### src/dpsm_pkg.sv
package dpsm_pkg;

    // ------------------------------------------------------------
    // Register indices (byte address = index * 4)
    // ------------------------------------------------------------
    localparam int PADDR_W = 18;
    localparam logic [15:0] IDX_CMD = 16'h6040;
    localparam logic [15:0] IDX_STAT = 16'h6041;
    localparam logic [15:0] IDX_QSC = 16'h605A;
    localparam logic [15:0] IDX_SDC = 16'h605B;
    localparam logic [15:0] IDX_MODE = 16'h6060;
    localparam logic [15:0] IDX_MACT = 16'h6061;
    localparam logic [15:0] IDX_HOLD = 16'h3212;
    localparam logic [15:0] IDX_IST = 16'h7000;
    localparam logic [15:0] IDX_IMSK = 16'h7001;
    localparam logic [15:0] IDX_CFG = 16'h7002;
    localparam logic [1:0] WORD_ALIGN = 2'h0;

    // ------------------------------------------------------------
    // Command word bits
    // ------------------------------------------------------------
    localparam int CB_SO = 0;
    localparam int CB_EV = 1;
    localparam int CB_QS = 2;
    localparam int CB_EO = 3;
    localparam int CB_FR = 7;

    // ------------------------------------------------------------
    // State word bits
    // ------------------------------------------------------------
    localparam int SB_RTSO = 0;
    localparam int SB_SWON = 1;
    localparam int SB_OPEN = 2;
    localparam int SB_FLT = 3;
    localparam int SB_VOLT = 4;
    localparam int SB_QS = 5;
    localparam int SB_SOD = 6;
    localparam int SB_IDX = 15;

    // ------------------------------------------------------------
    // Reaction codes and configuration
    // ------------------------------------------------------------
    localparam logic [15:0] RC_IMM = 16'h0000;
    localparam logic [15:0] RC_SLOW = 16'h0001;
    localparam logic [15:0] RC_QUICK = 16'h0002;
    localparam logic [7:0] HOLD_ON = 8'h01;
    localparam int CFG_CLOSED = 0;
    localparam int CFG_ENCCOM = 1;
    localparam int CFG_W = 2;

    // ------------------------------------------------------------
    // Interrupt status bits
    // ------------------------------------------------------------
    localparam int IRQ_W = 4;
    localparam int IRQ_STATE = 0;
    localparam int IRQ_FAULT = 1;
    localparam int IRQ_INDEX = 2;
    localparam int IRQ_MODEREJ = 3;

    // ------------------------------------------------------------
    // Reset values
    // ------------------------------------------------------------
    localparam logic [15:0] RST_CMD = 16'h0000;
    localparam logic [15:0] RST_CODE = 16'h0000;
    localparam logic [7:0] RST_MODE = 8'h00;
    localparam logic [7:0] RST_HOLD = 8'h00;
    localparam logic [CFG_W-1:0] RST_CFG = 2'h0;
    localparam logic [IRQ_W-1:0] RST_IRQ = 4'h0;
    localparam logic [31:0] RST_RDATA = 32'h0000_0000;

    typedef enum logic [3:0] {
        ST_NRDY = 4'b0000,
        ST_SOD = 4'b0001,
        ST_RTSO = 4'b0011,
        ST_SWON = 4'b0010,
        ST_OPEN = 4'b0110,
        ST_QSA = 4'b0111,
        ST_FRA = 4'b0101,
        ST_FLT = 4'b0100,
        ST_DEAD = 4'b1100
    } dpsm_state_t;

endpackage : dpsm_pkg

### src/dpsm_edge.sv
`timescale 1ns/1ps
module dpsm_edge
    import dpsm_pkg::*;
(
    input wire logic clk, // Clock
    input wire logic rst, // Async reset, high
    input wire logic din, // Level to watch
    output logic rise // High in cycle din is 1 after 0
);

    typedef struct packed {
        logic prev;
    } dpsm_edge_s_t;

    dpsm_edge_s_t s_r;
    dpsm_edge_s_t s_nxt;

    always_comb begin
        s_nxt = s_r;
        s_nxt.prev = din;
    end

    always_ff @(posedge clk or posedge rst) begin
        if (rst) begin
            s_r <= '0;
        end else begin
            s_r <= s_nxt;
        end
    end

    // A level held high yields a single pulse only
    assign rise = din & ~s_r.prev;

endmodule : dpsm_edge

### src/dpsm_top.sv
`timescale 1ns/1ps
// Summary of operation
// - Decode shutdown, switch on, enable operation commands
// - Disable voltage and quick stop override the other bits, except fault reset (bit 7) which blocks them
// - State word encodes the five normal states
// - State word encodes quick stop and fault states
// - After self-test, settle in switch on disabled
// - Requested mode becomes active at operation enabled
// - Mode writes accepted only in three idle states
// - Unrecoverable error locks in not ready forever
// - Holding torque in switched on when configured
// - Quick stop applies its programmed stop reaction
// - Shutdown from operation applies shutdown reaction
// - State bit 15 flags encoder index seen in closed loop with encoder commutation
module dpsm_top
    import dpsm_pkg::*;
(
    input wire logic clk, // Clock, 50 MHz
    input wire logic rst, // Async reset, high
    input wire logic psel, // APB select
    input wire logic penable, // APB enable
    input wire logic pwrite, // APB write
    input wire logic [PADDR_W-1:0] paddr, // APB byte address
    input wire logic [31:0] pwdata, // APB write data
    output logic [31:0] prdata, // APB read data
    output logic pready, // APB ready
    output logic pslverr, // APB error on unmapped address
    input wire logic selftest_ok, // Power-on self-test passed
    input wire logic fatal_err, // Unrecoverable error
    input wire logic fault_in, // Recoverable fault occurred
    input wire logic ramp_done, // Motion control finished braking
    input wire logic encoder_index, // Encoder index pulse
    output logic stop_now, // Immediate stop pulse
    output logic brake_slow, // Brake on slow-down ramp
    output logic brake_quick, // Brake on quick-stop ramp
    output logic power_en, // Power stage energised
    output logic hold_torque, // Hold motor in switched on
    output logic [7:0] active_mode, // Operating mode in effect
    output logic irq // Level interrupt
);

    // ------------------------------------------------------------
    // State
    // ------------------------------------------------------------
    typedef struct packed {
        dpsm_state_t st;
        logic [15:0] cmd;
        logic [15:0] qs_code;
        logic [15:0] sd_code;
        logic [7:0] mode_req;
        logic [7:0] mode_act;
        logic [7:0] hold_cfg;
        logic [CFG_W-1:0] cfg;
        logic [IRQ_W-1:0] irq_st;
        logic [IRQ_W-1:0] irq_msk;
        logic index_seen;
        logic brake_slow;
        logic brake_quick;
        logic stop_now;
        logic [31:0] rdata;
        logic slverr;
    } dpsm_s_t;

    dpsm_s_t s_r;
    dpsm_s_t s_nxt;

    logic fault_rise, cmd_ok, do_dis_volt, do_quick, do_shutdown, do_switch_on, do_enable;
    logic setup_ph, access_ph, aligned, hit, mode_ok;
    logic [15:0] state_word, idx;
    logic [31:0] rd_val;

    dpsm_edge u_fault_edge (.clk(clk), .rst(rst), .din(s_r.cmd[CB_FR]), .rise(fault_rise));

    // ------------------------------------------------------------
    // Command decode
    // ------------------------------------------------------------
    always_comb begin
        cmd_ok = ~s_r.cmd[CB_FR];
        do_dis_volt = cmd_ok & ~s_r.cmd[CB_EV];
        do_quick = cmd_ok & s_r.cmd[CB_EV] & ~s_r.cmd[CB_QS];
        do_shutdown = cmd_ok & s_r.cmd[CB_QS] & s_r.cmd[CB_EV] & ~s_r.cmd[CB_SO];
        do_switch_on = cmd_ok & ~s_r.cmd[CB_EO] & s_r.cmd[CB_QS] & s_r.cmd[CB_EV]
                       & s_r.cmd[CB_SO];
        do_enable = cmd_ok & s_r.cmd[CB_EO] & s_r.cmd[CB_QS] & s_r.cmd[CB_EV]
                    & s_r.cmd[CB_SO];
    end

    // ------------------------------------------------------------
    // State word
    // ------------------------------------------------------------
    always_comb begin
        state_word = '0;
        state_word[SB_QS] = (s_r.st != ST_QSA);
        state_word[SB_VOLT] = power_en;
        unique case (s_r.st)
            ST_NRDY, ST_DEAD: state_word[SB_QS] = 1'b0;
            ST_SOD: state_word[SB_SOD] = 1'b1;
            ST_RTSO: state_word[SB_RTSO] = 1'b1;
            ST_SWON: begin
                state_word[SB_RTSO] = 1'b1;
                state_word[SB_SWON] = 1'b1;
            end
            ST_OPEN, ST_QSA: begin
                state_word[SB_RTSO] = 1'b1;
                state_word[SB_SWON] = 1'b1;
                state_word[SB_OPEN] = 1'b1;
            end
            ST_FRA: begin
                state_word[SB_RTSO] = 1'b1;
                state_word[SB_SWON] = 1'b1;
                state_word[SB_OPEN] = 1'b1;
                state_word[SB_FLT] = 1'b1;
            end
            ST_FLT: state_word[SB_FLT] = 1'b1;
            default: state_word[SB_QS] = 1'b0;
        endcase
        // Only meaningful when the encoder commutates in closed loop
        state_word[SB_IDX] = s_r.index_seen & s_r.cfg[CFG_CLOSED]
                             & s_r.cfg[CFG_ENCCOM];
    end

    // ------------------------------------------------------------
    // APB decode
    // ------------------------------------------------------------
    always_comb begin
        setup_ph = psel & ~penable;
        access_ph = psel & penable;
        idx = paddr[PADDR_W-1:2];
        aligned = (paddr[1:0] == WORD_ALIGN);
        hit = 1'b1;
        rd_val = '0;
        unique case (idx)
            IDX_CMD: rd_val[15:0] = s_r.cmd;
            IDX_STAT: rd_val[15:0] = state_word;
            IDX_QSC: rd_val[15:0] = s_r.qs_code;
            IDX_SDC: rd_val[15:0] = s_r.sd_code;
            IDX_MODE: rd_val[7:0] = s_r.mode_req;
            IDX_MACT: rd_val[7:0] = s_r.mode_act;
            IDX_HOLD: rd_val[7:0] = s_r.hold_cfg;
            IDX_IST: rd_val[IRQ_W-1:0] = s_r.irq_st;
            IDX_IMSK: rd_val[IRQ_W-1:0] = s_r.irq_msk;
            IDX_CFG: rd_val[CFG_W-1:0] = s_r.cfg;
            default: hit = 1'b0;
        endcase
        hit = hit & aligned;
        mode_ok = (s_r.st == ST_SOD) | (s_r.st == ST_RTSO) | (s_r.st == ST_SWON);
    end

    // ------------------------------------------------------------
    // Next state
    // ------------------------------------------------------------
    always_comb begin
        s_nxt = s_r;
        s_nxt.stop_now = 1'b0;

        // Read data is captured in setup so prdata comes from a flop
        if (setup_ph) begin
            s_nxt.rdata = hit ? rd_val : RST_RDATA;
            s_nxt.slverr = ~hit;
        end

        if (access_ph && pwrite && hit) begin
            unique case (idx)
                IDX_CMD: s_nxt.cmd = pwdata[15:0];
                IDX_QSC: s_nxt.qs_code = pwdata[15:0];
                IDX_SDC: s_nxt.sd_code = pwdata[15:0];
                IDX_MODE: begin
                    if (mode_ok) begin
                        s_nxt.mode_req = pwdata[7:0];
                    end
                end
                IDX_HOLD: s_nxt.hold_cfg = pwdata[7:0];
                IDX_IMSK: s_nxt.irq_msk = pwdata[IRQ_W-1:0];
                IDX_CFG: s_nxt.cfg = pwdata[CFG_W-1:0];
                default: s_nxt.cmd = s_r.cmd;
            endcase
        end

        // Clear only the bits that the read actually reported
        if (access_ph && !pwrite && hit && idx == IDX_IST) begin
            s_nxt.irq_st = s_r.irq_st & ~s_r.rdata[IRQ_W-1:0];
        end

        s_nxt.index_seen = s_r.index_seen | encoder_index;

        // Power state machine; unmatched commands fall through unchanged
        unique case (s_r.st)
            ST_NRDY: begin
                if (selftest_ok) begin
                    s_nxt.st = ST_SOD;
                end
            end
            ST_SOD: begin
                if (do_shutdown) begin
                    s_nxt.st = ST_RTSO;
                end
            end
            ST_RTSO: begin
                if (s_r.brake_slow) begin
                    if (ramp_done) begin
                        s_nxt.brake_slow = 1'b0;
                        s_nxt.st = ST_SOD;
                    end
                end else if (do_dis_volt || do_quick) begin
                    s_nxt.st = ST_SOD;
                end else if (do_switch_on) begin
                    s_nxt.st = ST_SWON;
                end
            end
            ST_SWON: begin
                if (do_dis_volt || do_quick) begin
                    s_nxt.st = ST_SOD;
                end else if (do_shutdown) begin
                    s_nxt.st = ST_RTSO;
                end else if (do_enable) begin
                    s_nxt.st = ST_OPEN;
                    s_nxt.mode_act = s_r.mode_req;
                end
            end
            ST_OPEN: begin
                if (do_dis_volt) begin
                    s_nxt.st = ST_SOD;
                end else if (do_quick) begin
                    s_nxt.st = ST_QSA;
                    if (s_r.qs_code == RC_SLOW) begin
                        s_nxt.brake_slow = 1'b1;
                    end else if (s_r.qs_code == RC_QUICK) begin
                        s_nxt.brake_quick = 1'b1;
                    end else begin
                        s_nxt.stop_now = 1'b1;
                    end
                end else if (do_shutdown) begin
                    s_nxt.st = ST_RTSO;
                    if (s_r.sd_code == RC_SLOW) begin
                        s_nxt.brake_slow = 1'b1;
                    end else begin
                        s_nxt.stop_now = 1'b1;
                    end
                end else if (do_switch_on) begin
                    s_nxt.st = ST_SWON;
                end
            end
            ST_QSA: begin
                if (do_dis_volt) begin
                    s_nxt.st = ST_SOD;
                    s_nxt.brake_slow = 1'b0;
                    s_nxt.brake_quick = 1'b0;
                end else if (!(s_r.brake_slow || s_r.brake_quick) || ramp_done) begin
                    s_nxt.st = ST_SOD;
                    s_nxt.brake_slow = 1'b0;
                    s_nxt.brake_quick = 1'b0;
                end
            end
            ST_FRA: s_nxt.st = ST_FLT;
            ST_FLT: begin
                if (fault_rise) begin
                    s_nxt.st = ST_SOD;
                end
            end
            ST_DEAD: s_nxt.st = ST_DEAD;
            default: s_nxt.st = ST_NRDY;
        endcase

        if (fault_in && s_r.st != ST_NRDY && s_r.st != ST_DEAD
                && s_r.st != ST_FRA && s_r.st != ST_FLT) begin
            s_nxt.st = ST_FRA;
            s_nxt.brake_slow = 1'b0;
            s_nxt.brake_quick = 1'b0;
            s_nxt.stop_now = 1'b1;
        end

        // No controlword command can leave this lock
        if (fatal_err) begin
            s_nxt.st = ST_DEAD;
            s_nxt.brake_slow = 1'b0;
            s_nxt.brake_quick = 1'b0;
        end

        // Events set after the read clear so a coincident event wins
        if (s_nxt.st != s_r.st) begin
            s_nxt.irq_st[IRQ_STATE] = 1'b1;
        end
        if (s_nxt.st == ST_FRA && s_r.st != ST_FRA) begin
            s_nxt.irq_st[IRQ_FAULT] = 1'b1;
        end
        if (encoder_index && !s_r.index_seen) begin
            s_nxt.irq_st[IRQ_INDEX] = 1'b1;
        end
        if (access_ph && pwrite && hit && idx == IDX_MODE && !mode_ok) begin
            s_nxt.irq_st[IRQ_MODEREJ] = 1'b1;
        end
    end

    always_ff @(posedge clk or posedge rst) begin
        if (rst) begin
            s_r <= '{st: ST_NRDY, cmd: RST_CMD, qs_code: RST_CODE, sd_code: RST_CODE,
                mode_req: RST_MODE, mode_act: RST_MODE, hold_cfg: RST_HOLD, cfg: RST_CFG,
                irq_st: RST_IRQ, irq_msk: RST_IRQ, rdata: RST_RDATA, default: 1'b0};
        end else begin
            s_r <= s_nxt;
        end
    end

    // ------------------------------------------------------------
    // Outputs
    // ------------------------------------------------------------
    assign prdata = s_r.rdata;
    assign pready = 1'b1;
    assign pslverr = s_r.slverr & access_ph;
    assign stop_now = s_r.stop_now;
    assign brake_slow = s_r.brake_slow;
    assign brake_quick = s_r.brake_quick;
    assign active_mode = s_r.mode_act;
    assign hold_torque = (s_r.st == ST_SWON) && (s_r.hold_cfg == HOLD_ON);
    // Braking keeps the stage energised until the ramp ends
    assign power_en = (s_r.st == ST_OPEN) | (s_r.st == ST_QSA) | s_r.brake_slow
                      | hold_torque;
    assign irq = |(s_r.irq_st & s_r.irq_msk);

endmodule : dpsm_top

### config.mk
export PLATFORM = sky130hd
export DESIGN_NAME = dpsm_top
export DESIGN_NICKNAME = d
export VERILOG_FILES = /design/src/dpsm_pkg.sv /design/src/dpsm_edge.sv /design/src/dpsm_top.sv
export SDC_FILE = /design/constraint.sdc
export NUM_CORES = 1
export LEC_CHECK = 0
export BUFFER_PORTS_ARGS = -buffer_cell sky130_fd_sc_hd__buf_2
export CORE_MARGIN = 5
export CORE_UTILIZATION = 52
export DETAILED_ROUTE_END_ITERATION = 10
export GPL_ROUTABILITY_DRIVEN = 0
export PLACE_DENSITY_LB_ADDON = 0.15
export SYNTH_ARGS = -nofsm -noshare
export SYNTH_HDL_FRONTEND = slang
export SYNTH_SLANG_ARGS = --single-unit
### constraint.sdc
create_clock -name clk -period 5.9 [get_ports clk]
set_clock_uncertainty 0.2 [all_clocks]
set_input_delay 1.18 -clock clk [delete_from_list [all_inputs] [get_ports clk]]
set_output_delay 1.18 -clock clk [all_outputs]
set_load 0.02 [all_outputs]
======== Word level (Yosys, flattened, before mapping) ========
Cells that the tools add are included.
storage, ports and cells
  bits in registers ....................... 124
  output and inout bits ................... 48
cells by class
  equal/unequal tests ..................... 36
  mux-type cells .......................... 56
  bitwise logic cells ..................... 40
  reduce and logical (&&, ||, !) cells .... 47
operators by type and width
  operator                                               count
  equality test 16 x 15 -> 1 bit, second input constant  9
  2-to-1 mux 4 bit                                       18
  case mux 4 bit (9 select lines)                        1
  equality test 16 x 1 -> 1 bit, second input constant   2
  case mux 8 bit (4 select lines)                        1
  case mux 4 bit (7 select lines)                        1
  2-to-1 mux 1 bit                                       24
  AND 1 bit                                              21
  equality test 4 x 3 -> 1 bit, second input constant    5
  inequality test 4 bit, second input constant           5
  inequality test 5 bit, second input constant           4
  case mux 2 bit (10 select lines)                       1
  case mux 2 bit (9 select lines)                        1
  equality test 16 x 14 -> 1 bit, second input constant  1
  equality test 16 x 2 -> 1 bit, second input constant   1
  2-to-1 mux 16 bit                                      1
  logical AND 1 bit                                      14
  inequality test 4 x 3 -> 1 bit, second input constant  3
  AND reduction 2 bit                                    6
  AND reduction 6 bit                                    2
  NOT 1 bit                                              10
  OR reduction 10 bit                                    1
  AND 4 bit                                              2
  equality test 4 x 2 -> 1 bit, second input constant    2
  24 further kinds                                       43

======== Depth between registers and ports, before layout ========
  depth after elaboration ................. 15
  mapped depth ............................ 8

======== Modules after synthesis ========
Synthesis repeated with hierarchy kept, for this count alone.
second synthesis, totals
  cell total of the unflattened synthesis .. 563
  area total of the unflattened synthesis .. 6,010.8 um^2
by module, submodules not included
  module     times used  cells an instance  area an instance (um^2)  seq. area each (um^2)
  dpsm_top   1           560                5,968.2                  2,677.6
  dpsm_edge  1           3                  42.5                     25.0

======== Worst setup path before layout ========
Ideal clock, no wire load.
  kind .................................... input -> register
  from .................................... input port paddr[2]
  to ...................................... register s_r[47] (netlist bit)
  arrival time ............................ 2.687 ns
  data required time ...................... 5.573 ns
  slack ................................... 2.885 ns
  stages on the path ...................... 7
  path through ............................ buf_4 > nor3_2 > nand2_1 > nor4_4 > and2b_1 > buf_4 > mux2_1
between the ends
  longest elaborated chain between the ends .. 6
  elaborated cells on any way between the ends .. 15
  classes of those cells .................. 10 x eq/ne; 1 x mux; 1 x bitwise; 3 x reduce/logical
RTL lines
  what                                                                                     RTL line                          text
  start, declared                                                                          dpsm_top.sv:23                    input wire logic [PADDR_W-1:0] paddr,
  equality test 16 x 15 -> 1 bit / equality test 16 x 14 -> 1 bit (equally long branches)  dpsm_top.sv:132, dpsm_top.sv:163
  OR reduction 10 bit (no line)                                                            --
  2-to-1 mux 1 bit                                                                         dpsm_top.sv:132                   unique case (idx)
  AND 1 bit                                                                                dpsm_top.sv:145                   hit = hit & aligned;
  logical AND 1 bit                                                                        dpsm_top.sv:162                   if (access_ph && pwrite && hit) begin
  AND reduction 2 bit (no line) *                                                          --
  end signal, assigned                                                                     dpsm_top.sv:296                   s_r <= '{st: ST_NRDY, cmd: RST_CMD, qs_code: RST_CODE, sd_code: RST_CODE,
  end signal, assigned                                                                     dpsm_top.sv:300                   s_r <= s_nxt;
  end, declared                                                                            dpsm_top.sv:64                    dpsm_s_t s_r;
Mark *: on every way between the ends. The rest lies on a longest branch, timed or not.
A chain may end at the register's enable or synchronous reset.

======== Final worst setup path ========
  from .................................... input port paddr[2]
  to ...................................... register s_r[104] (netlist bit)
between the ends
  longest elaborated chain between the ends .. 6
  elaborated cells on any way between the ends .. 15
  classes of those cells .................. 10 x eq/ne; 1 x mux; 1 x bitwise; 3 x reduce/logical
RTL lines
  what                                                    RTL line
  equality test 16 x 15 -> 1 bit (tied with other cells)  dpsm_top.sv:132
  OR reduction 10 bit (no line)                           --
  2-to-1 mux 1 bit                                        dpsm_top.sv:132
  AND 1 bit                                               dpsm_top.sv:145
  logical AND 1 bit                                       dpsm_top.sv:162
  AND reduction 2 bit (no line) *                         --
Marked as above.

==> reports/qor.csv <==
metric,value,unit
CTS H-tree depth,3,
worst-skew pair later-pin latency,350,ps
WP data required,5930,ps
first-pass GRT wire length,25000,µm
met2 wire length,6780,µm
Post-Route Utilization,56.9,%
final WL,15600,µm
Post-DP HPWL,11500,µm
pwr dens,213,nW/µm²
Resized Gates After CTS,0,
met3 WL,1250,µm
Area contributors post-synth,"dfrtp_1 (44%), mux2_2 (11%), buf_4 (5.5%)",
Synth Instances,559,
Fin. Hold Viols,0,
die width,118,µm
worst slew pin tran,989,ps
# hold bufs at CTS,0,
Hold Crit Class,reg2reg,
sequential area share after synthesis,44.4,%
FF-to-FF setup slack,3230,ps
largest net degree at the start of global routing,60,
highest routed layer,met4,
drt pass-1 iters,5,
dominant cell type by area after synthesis,dfrtp_1,
share of post-route cells with drive strength above 1,29.6,%
Area growth syn-to-layout,7.15,%
Via density,6.25,
initial cell density of the core,53.1,%
die area,14000,µm²
synthesis-stage register bit count,108,
fin nets,652,
post-route ant nets,0,
core footprint,11500,µm²
Global Route Usage Sum,22.4,%
CP max FO,26,
post-layout min period,3750,ps
initial antenna violation count,0,
average cell area after synthesis,10.9,µm²
outcome,"finished, final reports clean",
CTS buffer count,9,
post-synth cell types,77,
period utilisation layout,63.5,%
unrepaired setup endpoints after global routing,false,
clk root buf,clkbuf_16,
clk buf depth,2,
mapped cell area,6090,µm²
Yosys top cell area share,44.4,%
GRT overflow,0,
filler instances,1010,
CP startpoint kind,input pin,
Achievable Freq,0.267,GHz
Slew Limit Fails,0,
final setup vio count,0,
crit end category,flop,
most used flip-flop cell after synthesis,dfrtp_1,
most frequent cells after synthesis,"dfrtp_1 (108), mux2_2 (61), buf_4 (45)",
DR WL/cell,21.1,µm
I/O Pins,108,
number of remaining DRC errors,0,
initial drt markers,463,
cell row count,39,
Max-Cap Viols,0,
relative slew slack,33.6,%
vias in the first global route,4458,
via count,4624,
Hold WS,284,ps
Worst Path Arrival,3780,ps
quantity of I/O buffers inserted on ports,74,
ant diodes,0,
CP Class,in2reg,
postcts setup bufs,0,
Die H,118,µm
leakage,3.08,nW
wl on met1,7200,µm
Setup TNS,0,ps
clk slew on worst S/H paths,70,ps
most numerous cell in the Yosys netlist,dfrtp_1,
CTS tree,done,
clock net sink count,108,
Async SR Flop Fraction,100,%
Post-synth EDFFs,0,
Yosys warning total,0,
worst vdd ir,155,µV
==> area by class of cell <==
class / instances / area (µm²) / area share, %
Inverter: 12 / 47.5 / 0.728
Multi-Input combinational cell: 386 / 2940 / 45.1
Sequential cell: 108 / 2700 / 41.4
Tap cell: 143 / 179 / 2.74
Clock inverter: 3 / 18.8 / 0.288
Timing Repair Buffer: 75 / 378 / 5.79
Clock buffer: 13 / 260 / 3.99
==> cell families after synthesis <==
family | Yosys count | share of synthesized area [%]
flip-flops | 108 | 44.4
XOR/XNOR | 2 | 0.288
buffers and inverters | 80 | 8.38
other | 2 | 0.123
AND/OR/NAND/NOR | 160 | 16.3
AO/OA/AOI/OAI | 106 | 12.3
multiplexers | 101 | 18.2
==> final timing paths <==
check,startpoint,endpoint,depth (start not counted)
setup / recovery,paddr[2],s_r[104]$_DFFE_PP0P_,5
hold / removal,prdata[7]$_DFFE_PP0P_,prdata[7]$_DFFE_PP0P_,2
setup reg to reg,s_r[121]$_DFF_PP0_,s_r[41]$_DFFE_PP0P_,6
hold reg to reg,prdata[7]$_DFFE_PP0P_,prdata[7]$_DFFE_PP0P_,2
max in group asynchronous,rst,s_r[64]$_DFFE_PP0P_,3
min in group asynchronous,rst,s_r[91]$_DFFE_PP0P_,2
==> sequential cells by signal, summed over array words and instances, names as in the netlist <==
| name | count |
|---|---|
| active_mode | 8 |
| brake_quick | 1 |
| brake_slow | 1 |
| prdata | 16 |
| s_r | 80 |
| stop_now | 1 |
| u_fault_edge.s_r | 1 |
==> power breakdown <==
part	switching (mW)	leakage [nW]	total (mW)	internal [mW]
combinational	0.0580	1.47	0.0786	0.0206
clock	0.260	0.140	0.570	0.310
sequential	0.00189	1.47	0.744	0.742
total	0.320	3.08	1.39	1.07
==> cells in the final DEF (no fill, tap or decap), drive strengths merged, types with 5 or more instances in the layout <==
cell type,count
nand4,7
mux2,80
a22oi,13
a21oi,17
clkbuf,13
mux2i,21
a22o,9
nand3b,5
a221oi,6
o21ai,19
nand2b,7
conb,17
nor3,20
nand3,7
nor4b,6
buf,75
nor2,31
dfrtp,108
o22ai,5
inv,13
nand2,34
nor4,12
a211oi,5
==> worst max-delay path: stages <==
cell,delay (ps)
buf_2,360
nor4_4,400
nand3_1,480
nor3_4,930
mux2_2,420
==> per-layer routing <==
metal,track usage [%],up-vias
li1,-,2089
met1,33.1,2286
met2,32.0,224
met3,4.73,25
met4,9.03,0
met5,0,-
==> stage by stage <==
step	setup slack, ps	total power [mW]	instances	instance area [µm²]
2_1_floorplan	1670	0.809	574	6150
3_3_place_gp	1880	0.835	724	6250
3_5_place_dp	1830	0.837	724	6250
4_1_cts	2210	1.40	740	6530
5_1_grt	2030	1.44	740	6530
6_report	2150	1.39	740	6530
(Power assumes the default switching activity.)
